File: src/rtl/cir_map.vh
`ifndef CIR_MAP_VH
`define CIR_MAP_VH

// register byte offsets on the bus
`define CIR_IDENT_OFS 8'h00
`define CIR_OPTIONS_OFS 8'h04

// identity register layout
`define CIR_ID_IMPL_HI 15
`define CIR_ID_IMPL_LO 8
`define CIR_ID_REV_HI 7
`define CIR_ID_REV_LO 0

// options register layout
`define CIR_OPT_DIV_HI 30
`define CIR_OPT_DIV_LO 28
`define CIR_OPT_WAIT_BIT 18
`define CIR_OPT_IOFF_BIT 17
`define CIR_OPT_DOFF_BIT 16
`define CIR_OPT_BORD_BIT 15
`define CIR_OPT_ONES_HI 14
`define CIR_OPT_ONES_LO 13
`define CIR_OPT_ICAP_HI 11
`define CIR_OPT_ICAP_LO 9
`define CIR_OPT_DCAP_HI 8
`define CIR_OPT_DCAP_LO 6
`define CIR_OPT_ILINE_BIT 5
`define CIR_OPT_DLINE_BIT 4
`define CIR_OPT_KSEG_HI 2
`define CIR_OPT_KSEG_LO 0

// fixed and reset values
`define CIR_ONES_VAL 2'h3
`define CIR_ICAP_VAL 3'h3
`define CIR_DCAP_VAL 3'h3
`define CIR_LINE_VAL 1'h1
`define CIR_WAIT_RST 1'h0
`define CIR_IOFF_RST 1'h0
`define CIR_DOFF_RST 1'h0
`define CIR_KSEG_RST 3'h0
`define CIR_DIV_RST 3'h0
`define CIR_BORD_RST 1'h0

// wait-mode encoding
`define CIR_WAIT_HALT 1'h0
`define CIR_WAIT_DOZE 1'h1

// cycles after reset release before straps are latched
`define CIR_STRAP_SETTLE 2'h2

`endif

File: src/rtl/cir_regs.v
// Functional notes
// - identity upper sixteen bits read zero
// - fixed implementation code in bits 15:8
// - fixed revision number in bits 7:0
// - only wait, cache-off, policy bits writable
// - ratio, byte order latched at reset, read-only
// - bits 30:28 report bus clock divisor
// - bit 18 selects halt or doze
// - pipeline stalls in halt and doze
// - snoops served in doze, not halt
// - bit 17 disables instruction cache
// - bit 16 disables data cache
// - bits 11:9 read 011
// - bits 8:6 read 011
// - bits 5 and 4 read one
// - bits 2:0 kernel segment policy, reset zero
`timescale 1ns/100ps
module cir_regs #(
  parameter [7:0] IMPL_CODE = 8'h5A, // arbitrary value
  parameter [7:0] REVISION = 8'h01 // arbitrary value
) (
  input wire clock_i,
  input wire rstn_i,
  // ahb-lite slave
  input wire hsel_i,
  input wire [31:0] haddr_i,
  input wire [1:0] htrans_i,
  input wire hwrite_i,
  input wire [2:0] hsize_i,
  input wire [31:0] hwdata_i,
  input wire hready_i,
  output reg [31:0] hrdata_o,
  output wire hreadyout_o,
  output wire hresp_o,
  // strap pins
  input wire [2:0] gbus_divide_ratio_pin_i,
  input wire byte_order_pin_i,
  // core side
  input wire wait_exec_i,
  input wire wake_i,
  input wire snoop_req_i,
  output wire pipe_stall_o,
  output wire snoop_grant_o,
  output wire halted_o,
  output wire dozing_o,
  output wire instr_cache_off_o,
  output wire data_cache_off_o,
  output wire [2:0] kernel_segment_cache_policy_o,
  output wire [2:0] gbus_divide_ratio_o,
  output wire byte_order_o,
  output wire straps_valid_o
);
`include "cir_map.vh"

// software-writable fields
reg wait_mode_ff;
reg instr_cache_off_ff;
reg data_cache_off_ff;
reg [2:0] kseg_policy_ff;

// their next values, also the source of a forwarded read
reg nxt_wait_mode;
reg nxt_instr_cache_off;
reg nxt_data_cache_off;
reg [2:0] nxt_kseg_policy;

// data-phase bookkeeping
reg wr_pend_ff;
reg [7:0] wr_ofs_ff;
reg [31:0] nxt_rdata;

// hardware-latched fields
wire [2:0] gbus_divide_ratio;
wire byte_order;

// assembled register images
reg [31:0] ident_word;
reg [31:0] options_word;

// bus decode
wire addr_phase;
wire wr_now;
wire [7:0] req_ofs;

// window hit and write strobes
wire in_window;
wire word_wr;
wire rd_hit;
wire opt_wr_en;

// strap pins pass two flops, then are held; a pin that moves
// after the first edge past reset release never reaches software;
// the read-only fields read zero until latched, then hold steady
cir_strap_latch u_straps (
  .clock_i(clock_i),
  .rstn_i(rstn_i),
  .div_pin_i(gbus_divide_ratio_pin_i),
  .bord_pin_i(byte_order_pin_i),
  .div_o(gbus_divide_ratio),
  .bord_o(byte_order),
  .done_o(straps_valid_o)
);

// wait-instruction power-down sequencer; the mode bit is passed
// live and only sampled when the wait instruction executes
cir_wait_ctl u_wait (
  .clock_i(clock_i),
  .rstn_i(rstn_i),
  .wait_mode_i(wait_mode_ff),
  .wait_exec_i(wait_exec_i),
  .wake_i(wake_i),
  .snoop_req_i(snoop_req_i),
  .pipe_stall_o(pipe_stall_o),
  .snoop_grant_o(snoop_grant_o),
  .halted_o(halted_o),
  .dozing_o(dozing_o)
);

// zero-wait-state slave, always okay
// every register is a flop or a constant, so no stall is needed
assign hreadyout_o = 1'b1;
assign hresp_o = 1'b0;

// a transfer is taken on a selected nonseq or seq address phase
assign addr_phase = hsel_i & htrans_i[1] & hready_i;
assign req_ofs = haddr_i[7:0];
assign wr_now = wr_pend_ff;

// only the low byte decodes; anything above it misses the block
assign in_window = (haddr_i[31:8] == 24'h000000);

assign word_wr = addr_phase & hwrite_i & (hsize_i == 3'h2) & in_window;

// reads answer in the cycle after the address phase
assign rd_hit = addr_phase & ~hwrite_i & in_window;

// remember a word write for its data phase
// the offset is kept too, since haddr moves on in the data phase
always @(posedge clock_i or negedge rstn_i) begin
  if (!rstn_i) begin
    wr_pend_ff <= 1'b0;
    wr_ofs_ff <= 8'h00;
  end else if (hready_i) begin
    wr_pend_ff <= word_wr;
    wr_ofs_ff <= req_ofs;
  end
end

// options write strobe: data phase of a taken word write; a read
// in that same cycle is served from the next values below
assign opt_wr_en = wr_now & (wr_ofs_ff == `CIR_OPTIONS_OFS);

always @* begin
  nxt_wait_mode = wait_mode_ff;
  if (opt_wr_en) begin
    nxt_wait_mode = hwdata_i[`CIR_OPT_WAIT_BIT];
  end
end

always @* begin
  nxt_instr_cache_off = instr_cache_off_ff;
  if (opt_wr_en) begin
    nxt_instr_cache_off = hwdata_i[`CIR_OPT_IOFF_BIT];
  end
end

always @* begin
  nxt_data_cache_off = data_cache_off_ff;
  if (opt_wr_en) begin
    nxt_data_cache_off = hwdata_i[`CIR_OPT_DOFF_BIT];
  end
end

always @* begin
  nxt_kseg_policy = kseg_policy_ff;
  if (opt_wr_en) begin
    nxt_kseg_policy = hwdata_i[`CIR_OPT_KSEG_HI:`CIR_OPT_KSEG_LO];
  end
end

always @(posedge clock_i or negedge rstn_i) begin
  if (!rstn_i) begin
    wait_mode_ff <= `CIR_WAIT_RST;
  end else begin
    wait_mode_ff <= nxt_wait_mode;
  end
end

always @(posedge clock_i or negedge rstn_i) begin
  if (!rstn_i) begin
    instr_cache_off_ff <= `CIR_IOFF_RST;
  end else begin
    instr_cache_off_ff <= nxt_instr_cache_off;
  end
end

always @(posedge clock_i or negedge rstn_i) begin
  if (!rstn_i) begin
    data_cache_off_ff <= `CIR_DOFF_RST;
  end else begin
    data_cache_off_ff <= nxt_data_cache_off;
  end
end

always @(posedge clock_i or negedge rstn_i) begin
  if (!rstn_i) begin
    kseg_policy_ff <= `CIR_KSEG_RST;
  end else begin
    kseg_policy_ff <= nxt_kseg_policy;
  end
end

// identity word, pure constants, so writes to it fall away
// and a read never depends on reset timing
always @* begin
  ident_word = 32'h00000000;
  ident_word[`CIR_ID_IMPL_HI:`CIR_ID_IMPL_LO] = IMPL_CODE;
  ident_word[`CIR_ID_REV_HI:`CIR_ID_REV_LO] = REVISION;
end

// options word, built from next values so a read just after a
// write sees the new contents
always @* begin
  options_word = 32'h00000000;
  options_word[`CIR_OPT_DIV_HI:`CIR_OPT_DIV_LO] = gbus_divide_ratio;
  options_word[`CIR_OPT_WAIT_BIT] = nxt_wait_mode;
  options_word[`CIR_OPT_IOFF_BIT] = nxt_instr_cache_off;
  options_word[`CIR_OPT_DOFF_BIT] = nxt_data_cache_off;
  options_word[`CIR_OPT_BORD_BIT] = byte_order;
  options_word[`CIR_OPT_ONES_HI:`CIR_OPT_ONES_LO] = `CIR_ONES_VAL;
  options_word[`CIR_OPT_ICAP_HI:`CIR_OPT_ICAP_LO] = `CIR_ICAP_VAL;
  options_word[`CIR_OPT_DCAP_HI:`CIR_OPT_DCAP_LO] = `CIR_DCAP_VAL;
  options_word[`CIR_OPT_ILINE_BIT] = `CIR_LINE_VAL;
  options_word[`CIR_OPT_DLINE_BIT] = `CIR_LINE_VAL;
  options_word[`CIR_OPT_KSEG_HI:`CIR_OPT_KSEG_LO] = nxt_kseg_policy;
end

// read mux, unmapped addresses read zero
// the word is chosen in the address phase and held a cycle
always @* begin
  nxt_rdata = 32'h00000000;
  if (rd_hit) begin
    case (req_ofs)
      `CIR_IDENT_OFS: begin
        nxt_rdata = ident_word;
      end
      `CIR_OPTIONS_OFS: begin
        nxt_rdata = options_word;
      end
      default: begin
        nxt_rdata = 32'h00000000;
      end
    endcase
  end
end

// read data registered for the data phase; it holds while the bus
// stalls, so a slow master still sees the word
always @(posedge clock_i or negedge rstn_i) begin
  if (!rstn_i) begin
    hrdata_o <= 32'h00000000;
  end else if (hready_i) begin
    hrdata_o <= nxt_rdata;
  end
end

// controls out to the core, straight from their flops
// instruction cache disable
assign instr_cache_off_o = instr_cache_off_ff;
assign data_cache_off_o = data_cache_off_ff;
assign kernel_segment_cache_policy_o = kseg_policy_ff;
assign gbus_divide_ratio_o = gbus_divide_ratio;
assign byte_order_o = byte_order;

endmodule // cir_regs

File: src/rtl/cir_strap_latch.v
`timescale 1ns/100ps
// synchronises strap pins and latches them once after reset release
module cir_strap_latch (
  input wire clock_i,
  input wire rstn_i,
  input wire [2:0] div_pin_i,
  input wire bord_pin_i,
  output reg [2:0] div_o,
  output reg bord_o,
  output reg done_o
);
`include "cir_map.vh"

reg [3:0] sync1_ff;
reg [3:0] sync2_ff;
reg [1:0] settle_ff;

// two-flop synchroniser for the pins
always @(posedge clock_i or negedge rstn_i) begin
  if (!rstn_i) begin
    sync1_ff <= 4'h0;
    sync2_ff <= 4'h0;
  end else begin
    sync1_ff <= {bord_pin_i, div_pin_i};
    sync2_ff <= sync1_ff;
  end
end

// latch once the synchroniser holds settled pin levels
always @(posedge clock_i or negedge rstn_i) begin
  if (!rstn_i) begin
    settle_ff <= 2'h0;
    done_o <= 1'b0;
    div_o <= `CIR_DIV_RST;
    bord_o <= `CIR_BORD_RST;
  end else if (!done_o) begin
    if (settle_ff == `CIR_STRAP_SETTLE) begin
      div_o <= sync2_ff[2:0];
      bord_o <= sync2_ff[3];
      done_o <= 1'b1;
    end else begin
      settle_ff <= settle_ff + 2'h1;
    end
  end
end

endmodule // cir_strap_latch

File: src/rtl/cir_wait_ctl.v
`timescale 1ns/100ps
// power-down sequencer entered by the wait instruction
module cir_wait_ctl (
  input wire clock_i,
  input wire rstn_i,
  input wire wait_mode_i,
  input wire wait_exec_i,
  input wire wake_i,
  input wire snoop_req_i,
  output wire pipe_stall_o,
  output wire snoop_grant_o,
  output wire halted_o,
  output wire dozing_o
);
`include "cir_map.vh"

localparam ST_RUN = 2'h0;
localparam ST_HALT = 2'h1;
localparam ST_DOZE = 2'h2;

reg [1:0] state_ff;
reg [1:0] nxt_state;

// next state: mode is sampled when the wait instruction executes
always @* begin
  nxt_state = state_ff;
  case (state_ff)
    ST_RUN: begin
      if (wait_exec_i) begin
        if (wait_mode_i == `CIR_WAIT_DOZE) begin
          nxt_state = ST_DOZE;
        end else begin
          nxt_state = ST_HALT;
        end
      end
    end
    ST_HALT, ST_DOZE: begin
      if (wake_i) begin
        nxt_state = ST_RUN;
      end
    end
    default: begin
      nxt_state = ST_RUN;
    end
  endcase
end

always @(posedge clock_i or negedge rstn_i) begin
  if (!rstn_i) begin
    state_ff <= ST_RUN;
  end else begin
    state_ff <= nxt_state;
  end
end

assign pipe_stall_o = (state_ff != ST_RUN);
assign snoop_grant_o = snoop_req_i & (state_ff != ST_HALT);
assign halted_o = (state_ff == ST_HALT);
assign dozing_o = (state_ff == ST_DOZE);

endmodule // cir_wait_ctl

File: config.mk
export PLATFORM = sky130hd
export DESIGN_NAME = cir_regs
export DESIGN_NICKNAME = d
export VERILOG_FILES = /design/src/rtl/cir_regs.v /design/src/rtl/cir_strap_latch.v /design/src/rtl/cir_wait_ctl.v
export VERILOG_INCLUDE_DIRS = /design/src /design/src/rtl
export SDC_FILE = /design/constraint.sdc
export NUM_CORES = 1
export LEC_CHECK = 0
export BUFFER_PORTS_ARGS = -buffer_cell sky130_fd_sc_hd__clkbuf_2
export CAP_MARGIN = 20
export CORE_MARGIN = 2
export CORE_UTILIZATION = 40
export CTS_CLUSTER_DIAMETER = 80
export DETAILED_ROUTE_END_ITERATION = 10
export PLACE_DENSITY = 0.81
export SLEW_MARGIN = 30
export SYNTH_ARGS = -nofsm -noshare
export SYNTH_HDL_FRONTEND = slang
export SYNTH_HIERARCHICAL = 1
export SYNTH_SLANG_ARGS = --single-unit
File: constraint.sdc
create_clock -name clock_i -period 1.68 [get_ports clock_i]
set_input_delay 0.336 -clock clock_i [delete_from_list [all_inputs] [get_ports clock_i]]
set_output_delay 0.336 -clock clock_i [all_outputs]
set_load 0.005 [all_outputs]
======== Word level (Yosys, flattened, before mapping) ========
Cells that the tools add are included.
storage, ports and cells
  register bits ........................... 64
  bits in writable memories ............... 0
  word-level logic and storage cells ...... 56
  input port bits ......................... 81
  bits in read-only memories .............. 0
  memories kept ........................... 0
  output and inout bits ................... 48
  bits in latches ......................... 0
cells by class
  reduce and logical (&&, ||, !) cells .... 8
  mux-type cells .......................... 12
  magnitude comparators ................... 0
  divide/modulo/power cells ............... 0
  $mul .................................... 0
  eq/ne operators ......................... 9
  shifts and indexed selects .............. 0
  add/sub/neg operators ................... 1
  bitwise gates (word level) .............. 12
operators by type and width
  operator             number
  $pmux 31 s2          1
  $mux 31              1
  $logic_not 24->1     1
  $eq 8x3->1 const B   2
  $and 1x1->1          9
  $logic_not 8->1      1
  $mux 2               3
  $reduce_and 2->1     3
  $mux 1               5
  $eq 2x2->1 const B   2
  $ne 2x2->1 const B   2
  $pmux 2 s2           1
  $eq 3x2->1 const B   1
  $mux 3               1
  $not 1->1            3
  $add 2x1->2 const B  1
  $eq 2x1->1 const B   1
  $logic_not 2->1      1
  $ne 2x1->1 const B   1
  $reduce_bool 2->1    1
  $reduce_or 2->1      1

======== Logic depth before layout (Yosys ltp) ========
  depth in word-level cells ............... 5
  mapped depth ............................ 5
  gate-level depth less buffers ........... 5

======== Modules after synthesis ========
Netlist, hierarchy kept.
modules (own cells, without submodules)
  module           sequential area each (µm²)  area an instance (µm²)  cells each  times used
  cir_regs         700.7                       1401.3                  129         1
  cir_strap_latch  375.4                       478.0                   26          1
  cir_wait_ctl     50.0                        156.4                   15          1

======== Worst setup path before layout ========
OpenSTA, ideal clock, no wires.
  path kind ............................... input to register
  start point ............................. in haddr_i[12]
  end point ............................... reg hrdata_o[0]
  required time ........................... 1.579 ns
  library setup time ...................... 0.101 ns
  path slack .............................. -0.040 ns
  buffers on the path ..................... 0
  stages on the path ...................... 4
  arrival time ............................ 1.619 ns
  path through ............................ or4_4 -> nor4_4 -> nand3_2 -> o32ai_1
on the way
  cells in the longest elaborated chain, start to end .. 3
RTL lines
  what                  line            source
  from (decl)           cir_regs.v:26   input wire [31:0] haddr_i,
  $logic_not 24->1      cir_regs.v:130  assign in_window = (haddr_i[31:8] == 24'h000000);
  $and 1x1->1           cir_regs.v:135  assign rd_hit = addr_phase & ~hwrite_i & in_window;
  $mux 31               cir_regs.v:242  if (rd_hit) begin
  to (signal assigned)  cir_regs.v:263  hrdata_o <= nxt_rdata;
  to (decl)             cir_regs.v:32   output reg [31:0] hrdata_o,
Every way passes these cells.
A chain may end at the register's enable or synchronous reset.

======== Worst setup path in the final report ========
  start point ............................. in haddr_i[17]
  end point ............................... reg hrdata_o[15]
Same word-level chain as after synthesis.

==> impl_metrics.csv <==
group,metric,value,unit
finish,layout-drive-gt1-share,46.7,%
finish,diodes,0,
setup_path,crit_type,"input pin to flip-flop",
floorplan,die_x,75.3,microns
floorplan,die_area,5680,sq um
clocking,ctsResizeCount,0,
logic_synthesis,syn-instance-count,170,
clocking,post-cts-setup-buffers,0,
global_routing,use_met2,25.4,%
clocking,path_clk_slew,0.08,ns
placement,gp_congestion,0.736,
logic_synthesis,synth_top_area_cell,"dfrtp_1",
logic_synthesis,synth_top_area_share,55.3,%
floorplan,die_h,75.3,microns
sta,fin_worst_skew,0.00698,ns
clocking,clk_latency,0.29,ns
clocking,cts_buffer_depth,2,
logic_synthesis,ys_types,37,
finish,nFillCells,457,
logic_synthesis,yosysWarnings,6,
placement,port_buffers,87,
setup_path,cp.arrival,1.81,ns
logic_synthesis,ys_seq_area_share,55.3,%
route,route.detailed.drc,0,
power_and_ir_drop,total_power,2.20,mW
finish,final_area,2570,sq um
setup_path,cp_max_fo,10,
route,post_drt_wl_per_cell,11.8,microns
route,vias,1472,
finish,fin_cells,326,
sta,setup_violations,0,
floorplan,design.portCount,129,
logic_synthesis,synth.area.top_cells,"dfrtp_1 (55%), buf_4 (7.7%), mux2_2 (7.2%), inv_1 (5.2%), o22ai_1 (3.1%)",
worst_hold_path,min_path_type,"input pin to flip-flop",
clocking,htree_levels,2,
sta,period_minus_slack,1.61,ns
sta,rsz0062_at_grt,"false",
global_routing,use_met1,17.9,%
route,vias_per_cell,4.52,
placement,dp.cells,317,
global_routing,grt_util_all_layers,14.6,%
global_routing,grt.met3_usage,3.70,%
global_routing,grt_pass1_wl,6.30,mm
clocking,hold_buffers,1,
floorplan,rows,25,
route,ant_nets,0,
setup_path,start_kind,"input pin",
placement,dp_hpwl,3.07,mm
global_routing,top_usage_layer,"met2",
clocking,cts_tree,"done",
clocking,clock-sinks,45,
logic_synthesis,syn_area_per_cell,12.0,sq um
clocking,cts-buffers-inserted,5,
setup_path,cp.required,1.88,ns
finish,finalNetCount,343,
setup_path,cp-end-kind,"flip-flop",
sta,min_period_over_period,95.9,%
route,drt_wl_total,3.85,mm
global_routing,grt_pass1_vias,1447,
sta,finalHoldViolations,0,
power_and_ir_drop,leakagePower,1.37,nW
logic_synthesis,ys_seq_elements,45,
global_routing,antenna_found_initial,0,
placement,postPlaceCellArea,2480,sq um
sta,slew_viol_final,0,
floorplan,core,4820,sq um
logic_synthesis,syn_area,2040,sq um
finish,areaGrowthSynthToFinish,26.4,%
global_routing,grt_max_degree,30,
sta,fmax,620,MHz
setup_path,r2r_slack,0.19,ns
clocking,cts_root_buf,"clkbuf_8",
route,drt_pass1_iterations,4,
route,drt_iter0_markers,37,
global_routing,grt_overflow,0,
power_and_ir_drop,peakVddDrop,0.588,mV
run_status,status,"finished clean",
floorplan,start_util,42.3,%
power_and_ir_drop,power_density,855,nW/um^2
job,maxCapViolCount,0,
## layout make-up
| cell class | instances | area (sq um) | area share (%) |
|---|---|---|---|
| Multi-Input combinational cell | 85 | 679 | 26.4 |
| Timing Repair Buffer | 93 | 495 | 19.3 |
| Clock buffer | 6 | 72.6 | 2.82 |
| Sequential cell | 45 | 1130 | 43.8 |
| Tap cell | 67 | 83.8 | 3.26 |
| Clock inverter | 2 | 10.0 | 0.389 |
| Inverter | 28 | 105 | 4.09 |
## kinds of logic after synthesis
logic type               count (synthesis)  share of synthesized area, %
buffers and inverters                   52                          13.5
AO/OA/AOI/OAI                           21                          6.45
adder cells (fa/ha/maj)                  4                          2.46
flip-flops                              45                          55.3
AND/OR/NAND/NOR                         27                          11.8
other                                    2                         0.369
multiplexers                            18                          9.65
XOR/XNOR                                 1                         0.430
## worst paths after layout
check / startpoint / endpoint / cells past startpoint
worst min register to register: u_straps/sync1_ff[2] / u_straps/sync2_ff[2] / 0
worst max-delay path: haddr_i[17] / hrdata_o[15] / 5
worst min-delay path: gbus_divide_ratio_pin_i[0] / u_straps/sync1_ff[0] / 1
worst max register to register: wr_ofs_ff[4] / hrdata_o[2] / 5
min in group asynchronous: rstn_i / wr_now / 2
max in group asynchronous: rstn_i / u_straps/sync2_ff[0] / 3
## per-stage QoR
step / setup WS [ns] / setup TNS (ns) / hold WS (ns) / utilization (%)
after floorplan: -0.0291 / -0.0291 / 0.0404 / -
after global placement: -0.209 / -2.32 / 0.296 / 51.5
after detailed placement: -0.250 / -2.69 / 0.301 / 51.5
after CTS: 0.0672 / 0 / 0.142 / 53.4
after global routing: 0.00520 / 0 / 0.135 / 53.4
final: 0.0680 / 0 / 0.154 / 53.4
## registers in the layout, indices dropped and copies added (netlist names)
| signal | count |
|---|---|
| kernel_segment_cache_policy_o | 3 |
| hrdata_o | 13 |
| u_straps/bord_o | 1 |
| u_straps/done_o | 1 |
| u_straps/div_o | 3 |
| wr_ofs_ff | 8 |
| u_straps/sync2_ff | 4 |
| u_straps/settle_ff | 2 |
| instr_cache_off_o | 1 |
| wait_mode_ff | 1 |
| u_straps/sync1_ff | 4 |
| data_cache_off_o | 1 |
| wr_now | 1 |
| u_wait/state_ff | 2 |
## layout by cell type, fill, tap and decap left out, types with 2 or more instances in the layout
cell      instances
clkinv_2          2
clkbuf_2         87
dfrtp_1          45
clkbuf_8          5
nor4_1            5
o21ai_0           5
buf_4             4
nand3_1           2
o22ai_1          10
mux2i_1           5
or4_4             2
ha_1              4
conb_1           14
inv_1            28
and3_1            2
mux2_2           13
a22o_1            2
## cells in the mapped netlist
master / instances
dfrtp_1: 45
inv_1: 28
buf_4: 21
mux2_2: 13
o22ai_1: 10
mux2i_1: 5
nor4_1: 5
o21ai_0: 5
ha_1: 4
a22o_1: 2
and3_1: 2
clkbuf_1: 2
conb_1: 2
nand3_1: 2
or4_4: 2
a211oi_1: 1
a21oi_1: 1
and2_1: 1
and3_4: 1
clkbuf_2: 1
nand2b_4: 1
nand3_2: 1
nand4_4: 1
nand4b_1: 1
nor2_1: 1
nor2b_1: 1
nor2b_4: 1
nor3_1: 1
nor3b_1: 1
nor4_4: 1
nor4b_1: 1
nor4bb_1: 1
o21ai_1: 1
o32ai_1: 1
or2_4: 1
or4_1: 1
xnor2_1: 1
## routing by layer
metal / routed length [microns] / share of wire [%] / vias up
met5: 0 / 0 / -
met4: 23 / 0.60 / 0
met3: 186 / 4.8 / 5
met2: 1940 / 50 / 43
met1: 1700 / 44 / 707
li1: - / - / 717
## where the power goes
part	leakage (nW)	switching (mW)	internal (mW)
registers	0.557	0.0395	1.15
clock network	0.0450	0.331	0.288
logic	0.763	0.188	0.205
## worst max-delay path: stages
cell	delay (ns)
clkbuf_2	0.08
or4_4	0.53
nor4_4	0.41
nand4_4	0.26
o22ai_1	0.19
Note: power is estimated with default switching activity, not from simulation.
